## src/design/ird_pkg.sv

```systemverilog
// What this block does
// - test strobe write fires selected input enable
// - sync strobe write gives one-clock pulse
// - sync path tolerates two external pipeline stages
// - order slot holds channel and type selector
// - types 0-3 give I and Q halves
// - types 4-7 give magnitude, phase, gain
// - read address at direct 3 picks source
// - read address write fetches or freezes source
// - unstrobed sources read live at direct 0/1
// - gain sample comes from separate indirect write
// - channel nibble 0-3 or F only valid
// - carrier, wait and timing values readable per channel
// - memory ranges readable per channel
// - level detector output readable globally
// - test word feeds inputs, enable level or strobe
package ird_pkg;
    localparam int NUM_CHAN = 4;
    localparam int SLOTS = 32;
    localparam logic [2:0] DIR_DATA_LO = 3'h0;
    localparam logic [2:0] DIR_DATA_HI = 3'h1;
    localparam logic [2:0] DIR_RD_ADDR = 3'h3;
    localparam logic [2:0] DIR_WR_ADDR = 3'h4;
    localparam logic [7:0] GLOBAL_PAGE = 8'hF8;
    localparam logic [15:0] GA_LEVEL_DET = 16'hF806;
    localparam logic [15:0] GA_TEST_WORD = 16'hF807;
    localparam logic [15:0] GA_TEST_STB = 16'hF808;
    localparam logic [15:0] GA_SYNC_STB = 16'hF809;
    localparam logic [15:0] GA_ORDER_LO = 16'hF820;
    localparam logic [15:0] GA_ORDER_HI = 16'hF83F;
    localparam logic [3:0] CHAN_BCAST = 4'hF;
    localparam logic [11:0] IA_CHAN_CFG = 12'h000;
    localparam logic [11:0] IA_CARRIER = 12'h006;
    localparam logic [11:0] IA_TIMING = 12'h009;
    localparam logic [11:0] IA_WAIT = 12'h00C;
    localparam logic [11:0] IA_AGC = 12'h00F;
    localparam logic [11:0] IA_INSTR_LO = 12'h100;
    localparam logic [11:0] IA_INSTR_HI = 12'h1FC;
    localparam logic [11:0] IA_COEF_LO = 12'h400;
    localparam logic [11:0] IA_COEF_HI = 12'h5FF;
    localparam int CFG_INEN_LEVEL_BIT = 11;
    localparam int CFG_INEN_SEL_BIT = 12;
    localparam logic [2:0] DT_I_HI = 3'h0;
    localparam logic [2:0] DT_I_LO = 3'h1;
    localparam logic [2:0] DT_Q_HI = 3'h2;
    localparam logic [2:0] DT_Q_LO = 3'h3;
    localparam logic [2:0] DT_MAG_HI = 3'h4;
    localparam logic [2:0] DT_MAG_LO = 3'h5;
    localparam logic [2:0] DT_PHASE = 3'h6;
    localparam logic [2:0] DT_GAIN = 3'h7;
    localparam logic [7:0] PAD_ZERO = 8'h00;
    localparam logic [15:0] HALF_ZERO = 16'h0000;
    localparam logic [31:0] WORD_ZERO = 32'h0000_0000;

    typedef struct packed {
        logic [23:0] i_path;
        logic [23:0] q_path;
        logic [23:0] mag;
        logic [15:0] phase;
        logic [15:0] agc_gain;
        logic [31:0] carrier_freq;
        logic [31:0] timing_freq;
        logic [31:0] wait_vals;
    } ird_chan_s;

    typedef struct packed {
        logic ce_n;
        logic wr_n;
        logic rd_n;
        logic [2:0] addr;
        logic [15:0] data;
    } ird_bus_s;

    typedef struct packed {
        logic strobe;
        logic [1:0] chan;
        logic [11:0] addr;
    } ird_mem_req_s;

    typedef struct packed {
        logic [1:0] channel_field;
        logic [2:0] data_type_field;
    } ird_sel_s;
endpackage

```

## src/design/ird_order_sel.sv

```systemverilog
`timescale 1ns/10ps
`default_nettype none
module ird_order_sel
    import ird_pkg::*;
(
    input wire ird_sel_s i_sel,
    input wire ird_chan_s i_chans [NUM_CHAN],
    output logic [15:0] o_word
);
    ird_chan_s ch;

    always_comb
    begin
        ch = i_chans[i_sel.channel_field];
        unique case (i_sel.data_type_field)
            DT_I_HI: o_word = ch.i_path[23:8];
            DT_I_LO: o_word = {ch.i_path[7:0], PAD_ZERO};
            DT_Q_HI: o_word = ch.q_path[23:8];
            DT_Q_LO: o_word = {ch.q_path[7:0], PAD_ZERO};
            DT_MAG_HI: o_word = ch.mag[23:8];
            DT_MAG_LO: o_word = {ch.mag[7:0], PAD_ZERO};
            DT_PHASE: o_word = ch.phase;
            DT_GAIN: o_word = ch.agc_gain;
        endcase
    end
endmodule
`default_nettype wire

```

## src/design/ird_regs.sv

```systemverilog
`timescale 1ns/10ps
`default_nettype none
module ird_regs
    import ird_pkg::*;
(
    input wire logic i_ref_clk,
    input wire logic i_resetn,
    input wire ird_bus_s i_bus,
    output logic [15:0] o_bus_rdata,
    output logic o_bus_oe,
    input wire ird_chan_s i_chans [NUM_CHAN],
    input wire logic [31:0] i_level_det,
    input wire logic [31:0] i_mem_rdata,
    output ird_mem_req_s o_mem_req,
    input wire logic i_sync_in_pin,
    output logic o_sync_out_pin,
    output logic o_sync_in_pulse,
    input wire logic [4:0] i_slot_idx,
    output logic [15:0] o_slot_word,
    output logic [15:0] o_test_word,
    output logic [NUM_CHAN-1:0] o_input_enable_strobe
);
    // ----------------------------------------
    // pin synchronisers
    // ----------------------------------------
    ird_bus_s bus_s1_q;
    ird_bus_s bus_s2_q;
    ird_bus_s bus_p_q;
    logic sync_s1_q;
    logic sync_s2_q;
    logic sync_p_q;

    always_ff @(posedge i_ref_clk or negedge i_resetn)
    begin
        if (!i_resetn)
        begin
            bus_s1_q <= '{ce_n: 1'b1, wr_n: 1'b1, rd_n: 1'b1, default: '0};
            bus_s2_q <= '{ce_n: 1'b1, wr_n: 1'b1, rd_n: 1'b1, default: '0};
            bus_p_q <= '{ce_n: 1'b1, wr_n: 1'b1, rd_n: 1'b1, default: '0};
        end
        else
        begin
            bus_s1_q <= i_bus;
            bus_s2_q <= bus_s1_q;
            bus_p_q <= bus_s2_q;
        end
    end

    // ----------------------------------------
    // write decode
    // ----------------------------------------
    logic wr_commit;
    logic [2:0] wr_dir;
    logic [15:0] wr_val;
    logic gwr;
    logic iwr;
    logic [15:0] waddr;
    logic [3:0] wnib;
    logic [11:0] woff;
    logic [15:0] hold_q;

    // write completes on the rising wr edge, chip selected
    assign wr_commit = ~bus_p_q.wr_n & bus_s2_q.wr_n & ~bus_p_q.ce_n;
    assign wr_dir = bus_p_q.addr;
    assign wr_val = bus_p_q.data;
    assign waddr = wr_val;
    assign wnib = waddr[15:12];
    assign woff = waddr[11:0];
    assign gwr = wr_commit && wr_dir == DIR_WR_ADDR && waddr[15:8] == GLOBAL_PAGE;
    assign iwr = wr_commit && wr_dir == DIR_WR_ADDR && waddr[15:8] != GLOBAL_PAGE;

    always_ff @(posedge i_ref_clk or negedge i_resetn)
    begin
        if (!i_resetn)
            hold_q <= HALF_ZERO;
        else if (wr_commit && wr_dir == DIR_DATA_LO)
            hold_q <= wr_val;
    end

    // ----------------------------------------
    // global strobes and test word
    // ----------------------------------------
    logic test_stb_q;
    logic sync_out_q;
    logic [15:0] test_word_q;

    always_ff @(posedge i_ref_clk or negedge i_resetn)
    begin
        if (!i_resetn)
        begin
            test_stb_q <= 1'b0;
            sync_out_q <= 1'b0;
        end
        else
        begin
            test_stb_q <= gwr && waddr == GA_TEST_STB;
            sync_out_q <= gwr && waddr == GA_SYNC_STB;
        end
    end

    always_ff @(posedge i_ref_clk or negedge i_resetn)
    begin
        if (!i_resetn)
            test_word_q <= HALF_ZERO;
        else if (gwr && waddr == GA_TEST_WORD)
            test_word_q <= hold_q;
    end

    // ----------------------------------------
    // read order table
    // ----------------------------------------
    ird_sel_s order_q [SLOTS];
    logic [15:0] slot_word;
    logic [15:0] slot_word_q;

    always_ff @(posedge i_ref_clk or negedge i_resetn)
    begin
        if (!i_resetn)
            order_q <= '{default: '0};
        else if (gwr && waddr >= GA_ORDER_LO && waddr <= GA_ORDER_HI)
            order_q[waddr[4:0]] <= hold_q[4:0];
    end

    ird_order_sel u_sel (
        .i_sel(order_q[i_slot_idx]),
        .i_chans(i_chans),
        .o_word(slot_word)
    );

    always_ff @(posedge i_ref_clk or negedge i_resetn)
    begin
        if (!i_resetn)
            slot_word_q <= HALF_ZERO;
        else
            slot_word_q <= slot_word;
    end

    // ----------------------------------------
    // per channel config and gain sample
    // ----------------------------------------
    logic [NUM_CHAN-1:0] inen_lvl_q;
    logic [NUM_CHAN-1:0] inen_sel_q;
    logic [NUM_CHAN-1:0] enable_q;
    logic [15:0] agc_hold_q [NUM_CHAN];

    genvar c;
    generate
        for (c = 0; c < NUM_CHAN; c++)
        begin : g_chan
            logic hit;
            assign hit = iwr && (wnib == 4'(c) || wnib == CHAN_BCAST);

            always_ff @(posedge i_ref_clk or negedge i_resetn)
            begin
                if (!i_resetn)
                begin
                    inen_lvl_q[c] <= 1'b0;
                    inen_sel_q[c] <= 1'b0;
                end
                else if (hit && woff == IA_CHAN_CFG)
                begin
                    inen_lvl_q[c] <= hold_q[CFG_INEN_LEVEL_BIT];
                    inen_sel_q[c] <= hold_q[CFG_INEN_SEL_BIT];
                end
            end

            // gain sampled by its own write
            always_ff @(posedge i_ref_clk or negedge i_resetn)
            begin
                if (!i_resetn)
                    agc_hold_q[c] <= HALF_ZERO;
                else if (hit && woff == IA_AGC)
                    agc_hold_q[c] <= i_chans[c].agc_gain;
            end

            always_ff @(posedge i_ref_clk or negedge i_resetn)
            begin
                if (!i_resetn)
                    enable_q[c] <= 1'b0;
                else
                    enable_q[c] <= inen_sel_q[c] ? test_stb_q : inen_lvl_q[c];
            end
        end
    endgenerate

    // ----------------------------------------
    // read address and fetch
    // ----------------------------------------
    logic rd_addr_wr;
    logic [15:0] rd_addr_q;
    logic [3:0] rnib;
    logic [11:0] roff;
    logic r_glob;
    logic r_chan_ok;
    logic [1:0] r_chan;
    logic w_mem;
    logic w_glob;
    ird_mem_req_s mem_req_q;
    logic mem_pend_q;
    logic [31:0] snap_q;

    assign rd_addr_wr = wr_commit && wr_dir == DIR_RD_ADDR;
    assign w_glob = wr_val[15:8] == GLOBAL_PAGE;
    assign w_mem = !w_glob && (wr_val[15:12] < 4'(NUM_CHAN) || wr_val[15:12] == CHAN_BCAST)
        && ((wr_val[11:0] >= IA_INSTR_LO && wr_val[11:0] <= IA_INSTR_HI)
        || (wr_val[11:0] >= IA_COEF_LO && wr_val[11:0] <= IA_COEF_HI));

    // direct 3 holds the read address
    always_ff @(posedge i_ref_clk or negedge i_resetn)
    begin
        if (!i_resetn)
            rd_addr_q <= HALF_ZERO;
        else if (rd_addr_wr)
            rd_addr_q <= wr_val;
    end

    // each fresh read needs a new strobe
    always_ff @(posedge i_ref_clk or negedge i_resetn)
    begin
        if (!i_resetn)
        begin
            mem_req_q <= '0;
            mem_pend_q <= 1'b0;
        end
        else
        begin
            mem_req_q.strobe <= rd_addr_wr && w_mem;
            mem_pend_q <= mem_req_q.strobe;
            if (rd_addr_wr)
            begin
                mem_req_q.chan <= wr_val[13:12];
                mem_req_q.addr <= wr_val[11:0];
            end
        end
    end

    // freeze level output or memory word
    // level detector captured at address write
    always_ff @(posedge i_ref_clk or negedge i_resetn)
    begin
        if (!i_resetn)
            snap_q <= WORD_ZERO;
        else if (rd_addr_wr && wr_val == GA_LEVEL_DET)
            snap_q <= i_level_det;
        else if (mem_pend_q)
            snap_q <= i_mem_rdata;
    end

    // ----------------------------------------
    // read source mux
    // ----------------------------------------
    logic [31:0] rd_word;
    logic [31:0] rd_word_q;
    ird_chan_s rch;

    assign rnib = rd_addr_q[15:12];
    assign roff = rd_addr_q[11:0];
    assign r_glob = rd_addr_q[15:8] == GLOBAL_PAGE;
    assign r_chan_ok = rnib < 4'(NUM_CHAN) || rnib == CHAN_BCAST;
    assign r_chan = rnib == CHAN_BCAST ? 2'h0 : rnib[1:0];
    assign rch = i_chans[r_chan];

    always_comb
    begin
        rd_word = WORD_ZERO;
        if (r_glob)
        begin
            if (rd_addr_q == GA_LEVEL_DET)
                rd_word = snap_q;
            else if (rd_addr_q == GA_TEST_WORD)
                rd_word = {HALF_ZERO, test_word_q};
            else if (rd_addr_q >= GA_ORDER_LO && rd_addr_q <= GA_ORDER_HI)
                rd_word = {27'h0, order_q[rd_addr_q[4:0]]};
        end
        else if (r_chan_ok)
        begin
            if (roff == IA_CARRIER)
                rd_word = rch.carrier_freq;
            else if (roff == IA_WAIT)
                rd_word = rch.wait_vals;
            else if (roff == IA_TIMING)
                rd_word = rch.timing_freq;
            else if (roff == IA_AGC)
                rd_word = {HALF_ZERO, agc_hold_q[r_chan]};
            else if ((roff >= IA_INSTR_LO && roff <= IA_INSTR_HI)
                || (roff >= IA_COEF_LO && roff <= IA_COEF_HI))
                rd_word = snap_q;
        end
    end

    always_ff @(posedge i_ref_clk or negedge i_resetn)
    begin
        if (!i_resetn)
            rd_word_q <= WORD_ZERO;
        else
            rd_word_q <= rd_word;
    end

    // ----------------------------------------
    // read data pins
    // ----------------------------------------
    logic [15:0] rdata_q;
    logic oe_q;

    // direct 0 low half, direct 1 high half
    always_ff @(posedge i_ref_clk or negedge i_resetn)
    begin
        if (!i_resetn)
        begin
            rdata_q <= HALF_ZERO;
            oe_q <= 1'b0;
        end
        else
        begin
            oe_q <= ~bus_s2_q.ce_n & ~bus_s2_q.rd_n;
            if (bus_s2_q.addr == DIR_DATA_LO)
                rdata_q <= rd_word_q[15:0];
            else if (bus_s2_q.addr == DIR_DATA_HI)
                rdata_q <= rd_word_q[31:16];
            else
                rdata_q <= HALF_ZERO;
        end
    end

    // ----------------------------------------
    // sync input
    // ----------------------------------------
    logic sync_in_q;

    // external stages only delay the pulse
    always_ff @(posedge i_ref_clk or negedge i_resetn)
    begin
        if (!i_resetn)
        begin
            sync_s1_q <= 1'b0;
            sync_s2_q <= 1'b0;
            sync_p_q <= 1'b0;
            sync_in_q <= 1'b0;
        end
        else
        begin
            sync_s1_q <= i_sync_in_pin;
            sync_s2_q <= sync_s1_q;
            sync_p_q <= sync_s2_q;
            sync_in_q <= sync_s2_q & ~sync_p_q;
        end
    end

    // ----------------------------------------
    // outputs
    // ----------------------------------------
    assign o_bus_rdata = rdata_q;
    assign o_bus_oe = oe_q;
    assign o_mem_req = mem_req_q;
    assign o_sync_out_pin = sync_out_q;
    assign o_sync_in_pulse = sync_in_q;
    assign o_slot_word = slot_word_q;
    assign o_test_word = test_word_q;
    assign o_input_enable_strobe = enable_q;
endmodule
`default_nettype wire

```

## config.mk

```make
export PLATFORM = sky130hd
export DESIGN_NAME = ird_regs
export DESIGN_NICKNAME = d
export VERILOG_FILES = /design/src/design/ird_pkg.sv /design/src/design/ird_order_sel.sv /design/src/design/ird_regs.sv
export SDC_FILE = /design/constraint.sdc
export NUM_CORES = 1
export LEC_CHECK = 0
export BUFFER_PORTS_ARGS = -buffer_cell sky130_fd_sc_hd__buf_2
export CAP_MARGIN = 40
export CORE_AREA = 2 2 378 380
export DETAILED_ROUTE_END_ITERATION = 8
export DIE_AREA = 0 0 380 382
export GPL_TIMING_DRIVEN = 0
export PLACE_DENSITY = 0.45
export SYNTH_ARGS = -nofsm -noshare
export SYNTH_HDL_FRONTEND = slang
export SYNTH_SLANG_ARGS = --single-unit
export TNS_END_PERCENT = 100
```

## constraint.sdc

```tcl
create_clock -name i_ref_clk -period 5.3 [get_ports i_ref_clk]
set_input_delay 1.325 -clock i_ref_clk [delete_from_list [all_inputs] [get_ports i_ref_clk]]
set_output_delay 1.325 -clock i_ref_clk [all_outputs]
set_load 0.02 [all_outputs]
```

==> metrics <==
status=complete, but fails checks; failing checks=design-rule violations; initial antenna violation count=152; Routed Antenna Nets=0; GRT overflow=0; vias in the first global route=26,360; cts bufs inserted=57; HPWL Detailed=170 mm; CTS tree=done; Seq/Total Area, Yosys=0.427; max cap viols=0; DR pass1 iterations=9; DP Cell Count=5,193; Design Power=10,600 uW; fill count=15,348; WS Path Type=primary input to flop; ys flop type=dfrtp_1; Syn-to-layout area delta=36.7%; Sink Count=454; setup violators final=0; crit-path max FO=10; syn_nets=3,201; post-synth top area share=0.419; crit path launch type=primary input; Total GRT Usage=0.263; Worst-Skew Late Latency=0.67 ns; design area=36,400 um^2; WHS Path Cells=0; final hold vios=0; Distinct cells, synth=70; crit-path most repeated cell=mux2i_1; Starting Density=0.189; vias per cell=5.05; headroom to the max-slew limit=0.108; Clock power frac=0.386; Fin Setup TNS=0 ns; Int Power=6950 uW; reg2reg path depth=11; Hold Path Class=flop to flop; die area=145,000 um^2; Post-synth top cells=dfrtp_1, mux2_2, mux2i_1; Mapped Cells=2,307; Power Density=290 nW/um^2; Switching Power=3600 uW; Cell Rows=138; drc violations=6; CTS max path bufs=3; I/O pins=964; FMAX=191 MHz; Slew Viols, Final=0; Syn Area/Cell=11.5 um^2; ys async rst share=1.00; leakage power=0.0172 uW; Post-synth EDFFs=0; Logic pwr share=0.257; CP Cell Sequence=buf_2 -> mux4_2 -> mux4_2 -> mux2i_4 -> buf_6 -> buf_4 -> mux2i_1 -> mux2i_1 -> mux2i_1 -> o22ai_1 -> a31oi_1 -> a21oi_1; Yosys top cell by area=dfrtp_1; Place WS=-1.09 ns; Placer Congestion=0.990; Tmin final=5.25 ns; Post-CTS Hold Buffers=0; Critical Path RT=5.82 ns; Placement Cell Area=34,300 um^2; Die X=380 um; RSZ-0062 raised after global routing=no; Seq cells post-synth=454; Max stage delay on crit path=0.64 ns; PortBufs=959; Total Wirelength=199 mm; first-pass GRT wire length=255 mm; root buf cell=clkbuf_16; PnR worst setup slack=0.0546 ns; YS warnings=0; Critical Path Sink Type=flop; WP depth=12; largest net degree at the start of global routing=115; Arrival @ worst endpoint=5.76 ns; Placeable Area=141,000 um^2; final net count=4,256; fin crit share=0.990; crit-path leading delay family=multiplexers; Avg WL per Cell=37.2 um; Worst path slowest cell=mux4_2; die height=382 um; layout cell share with drive strength beyond 1=0.494; Worst-path clk slew=0.06 ns; Synth area leaders=dfrtp_1, mux2_2, mux2i_1, mux4_2, a222oi_1; Finished Layout Cells=5,349; Sw Share=0.341; Clock Skews=0.0636 ns; Buf/Inv on CP=3; CTS H-tree lvls=2; sequential power share=0.357; Max IR drop VDD=0.000263 V; Worst-Margin Slew=1.34 ns; most used standard cell by instance count after synthesis=dfrtp_1; Synth Cell Area=26,600 um^2; initial DRC count=3,134; DR vias=27,002
worst reg2reg max path, cell delays in order (launching register included):
cell and delay (ns):
dfrtp_1 0.51, clkbuf_1 0.35, inv_1 0.16, o21ai_1 0.70, clkbuf_1 0.58, clkbuf_1 0.55, buf_6 0.24, mux2_2 0.35
a222oi_1 0.89, a22oi_1 0.15, a21oi_1 0.27, o22ai_1 0.11
stage by stage:
| stage | util | hold slack [ns] |
|---|---|---|
| after floorplan | - | 0.331 |
| after global placement | 0.240 | 0.333 |
| after detailed placement | 0.243 | 0.335 |
| after CTS | 0.257 | 0.348 |
| after global routing | 0.258 | 0.352 |
| final | 0.258 | 0.342 |
cell families after synthesis:
| kind of cell | Yosys count | share of synthesized area |
|---|---|---|
| multiplexers | 754 | 0.346 |
| AO/OA/AOI/OAI | 461 | 0.121 |
| flip-flops | 454 | 0.427 |
| AND/OR/NAND/NOR | 424 | 0.0702 |
| buffers and inverters | 214 | 0.0356 |
layer usage:
layer / global-route usage / wire length (um)
met1: 0.356 / 85400
met2: 0.403 / 88000
met4: 0.0772 / 6340
met3: 0.0793 / 19000
met5: 0 / 531
power groups by stage:
| stage | Clock, uW | Sequential (uW) | Combinational [uW] |
|---|---|---|---|
| final | 4080 | 3760 | 2720 |
| after floorplan | 0 | 3760 | 1170 |
| after global routing | 4310 | 3770 | 2790 |
| after detailed placement | 0 | 3820 | 2650 |
| after CTS | 4180 | 3760 | 2660 |
| after global placement | 0 | 3820 | 2570 |
final timing paths:
kind | startpoint | to | slack (ns)
setup / recovery | i_slot_idx[1] | o_slot_word[5] | 0.05
hold reg to reg | bus_s1_q[8] | bus_s2_q[8] | 0.34
hold / removal | bus_s1_q[8] | bus_s2_q[8] | 0.34
setup reg to reg | rd_addr_q[12] | rd_word_q[9] | 0.29
min in group asynchronous | i_resetn | o_slot_word[4] | 0.62
max in group asynchronous | i_resetn | rd_addr_q[9] | 2.73
sequential cells by signal, indices dropped and copies added, names as in the netlist, 22 cells and up:
name        cells
agc_hold_q     64
bus_s2_q       22
order_q       160
rd_word_q      32
bus_s1_q       22
snap_q         32
layout make-up:
| class | count | area [um^2] | share of cell area |
|---|---|---|---|
| Buffer | 206 | 928 | 0.0255 |
| Sequential cell | 454 | 11400 | 0.312 |
| Multi-Input combinational cell | 1639 | 14300 | 0.394 |
| Inverter | 7 | 26.3 | 0.000722 |
| Timing Repair Buffer | 997 | 5290 | 0.145 |
| Clock inverter | 30 | 325 | 0.00894 |
| Antenna cell | 48 | 120 | 0.00330 |
| Clock buffer | 78 | 1660 | 0.0455 |
| Tap cell | 1890 | 2360 | 0.0650 |
layout by cell type, fill, tap and decap left out, drive strengths merged, types with 10 or more instances in the layout:
cell	count
nor2b	10
diode	48
clkinv	19
mux2	404
mux4	90
nand2	176
a21oi	90
a222oi	79
a221oi	26
nor2	134
dfrtp	446
o22a	10
o21ai	65
or2	11
nand3	22
nand2b	12
a22oi	38
a31oi	26
clkbuf	207
o22ai	84
buf	1074
mux2i	260
nor3	16
inv	14
repair_timing:
item                                    in CTS  in global routing
setup buffers                                0                  1
endpoints found under the setup margin       9                  3
gates resized for setup                      7                  1
pin swaps                                    0                  1
Power figures use the tool's default switching activity.
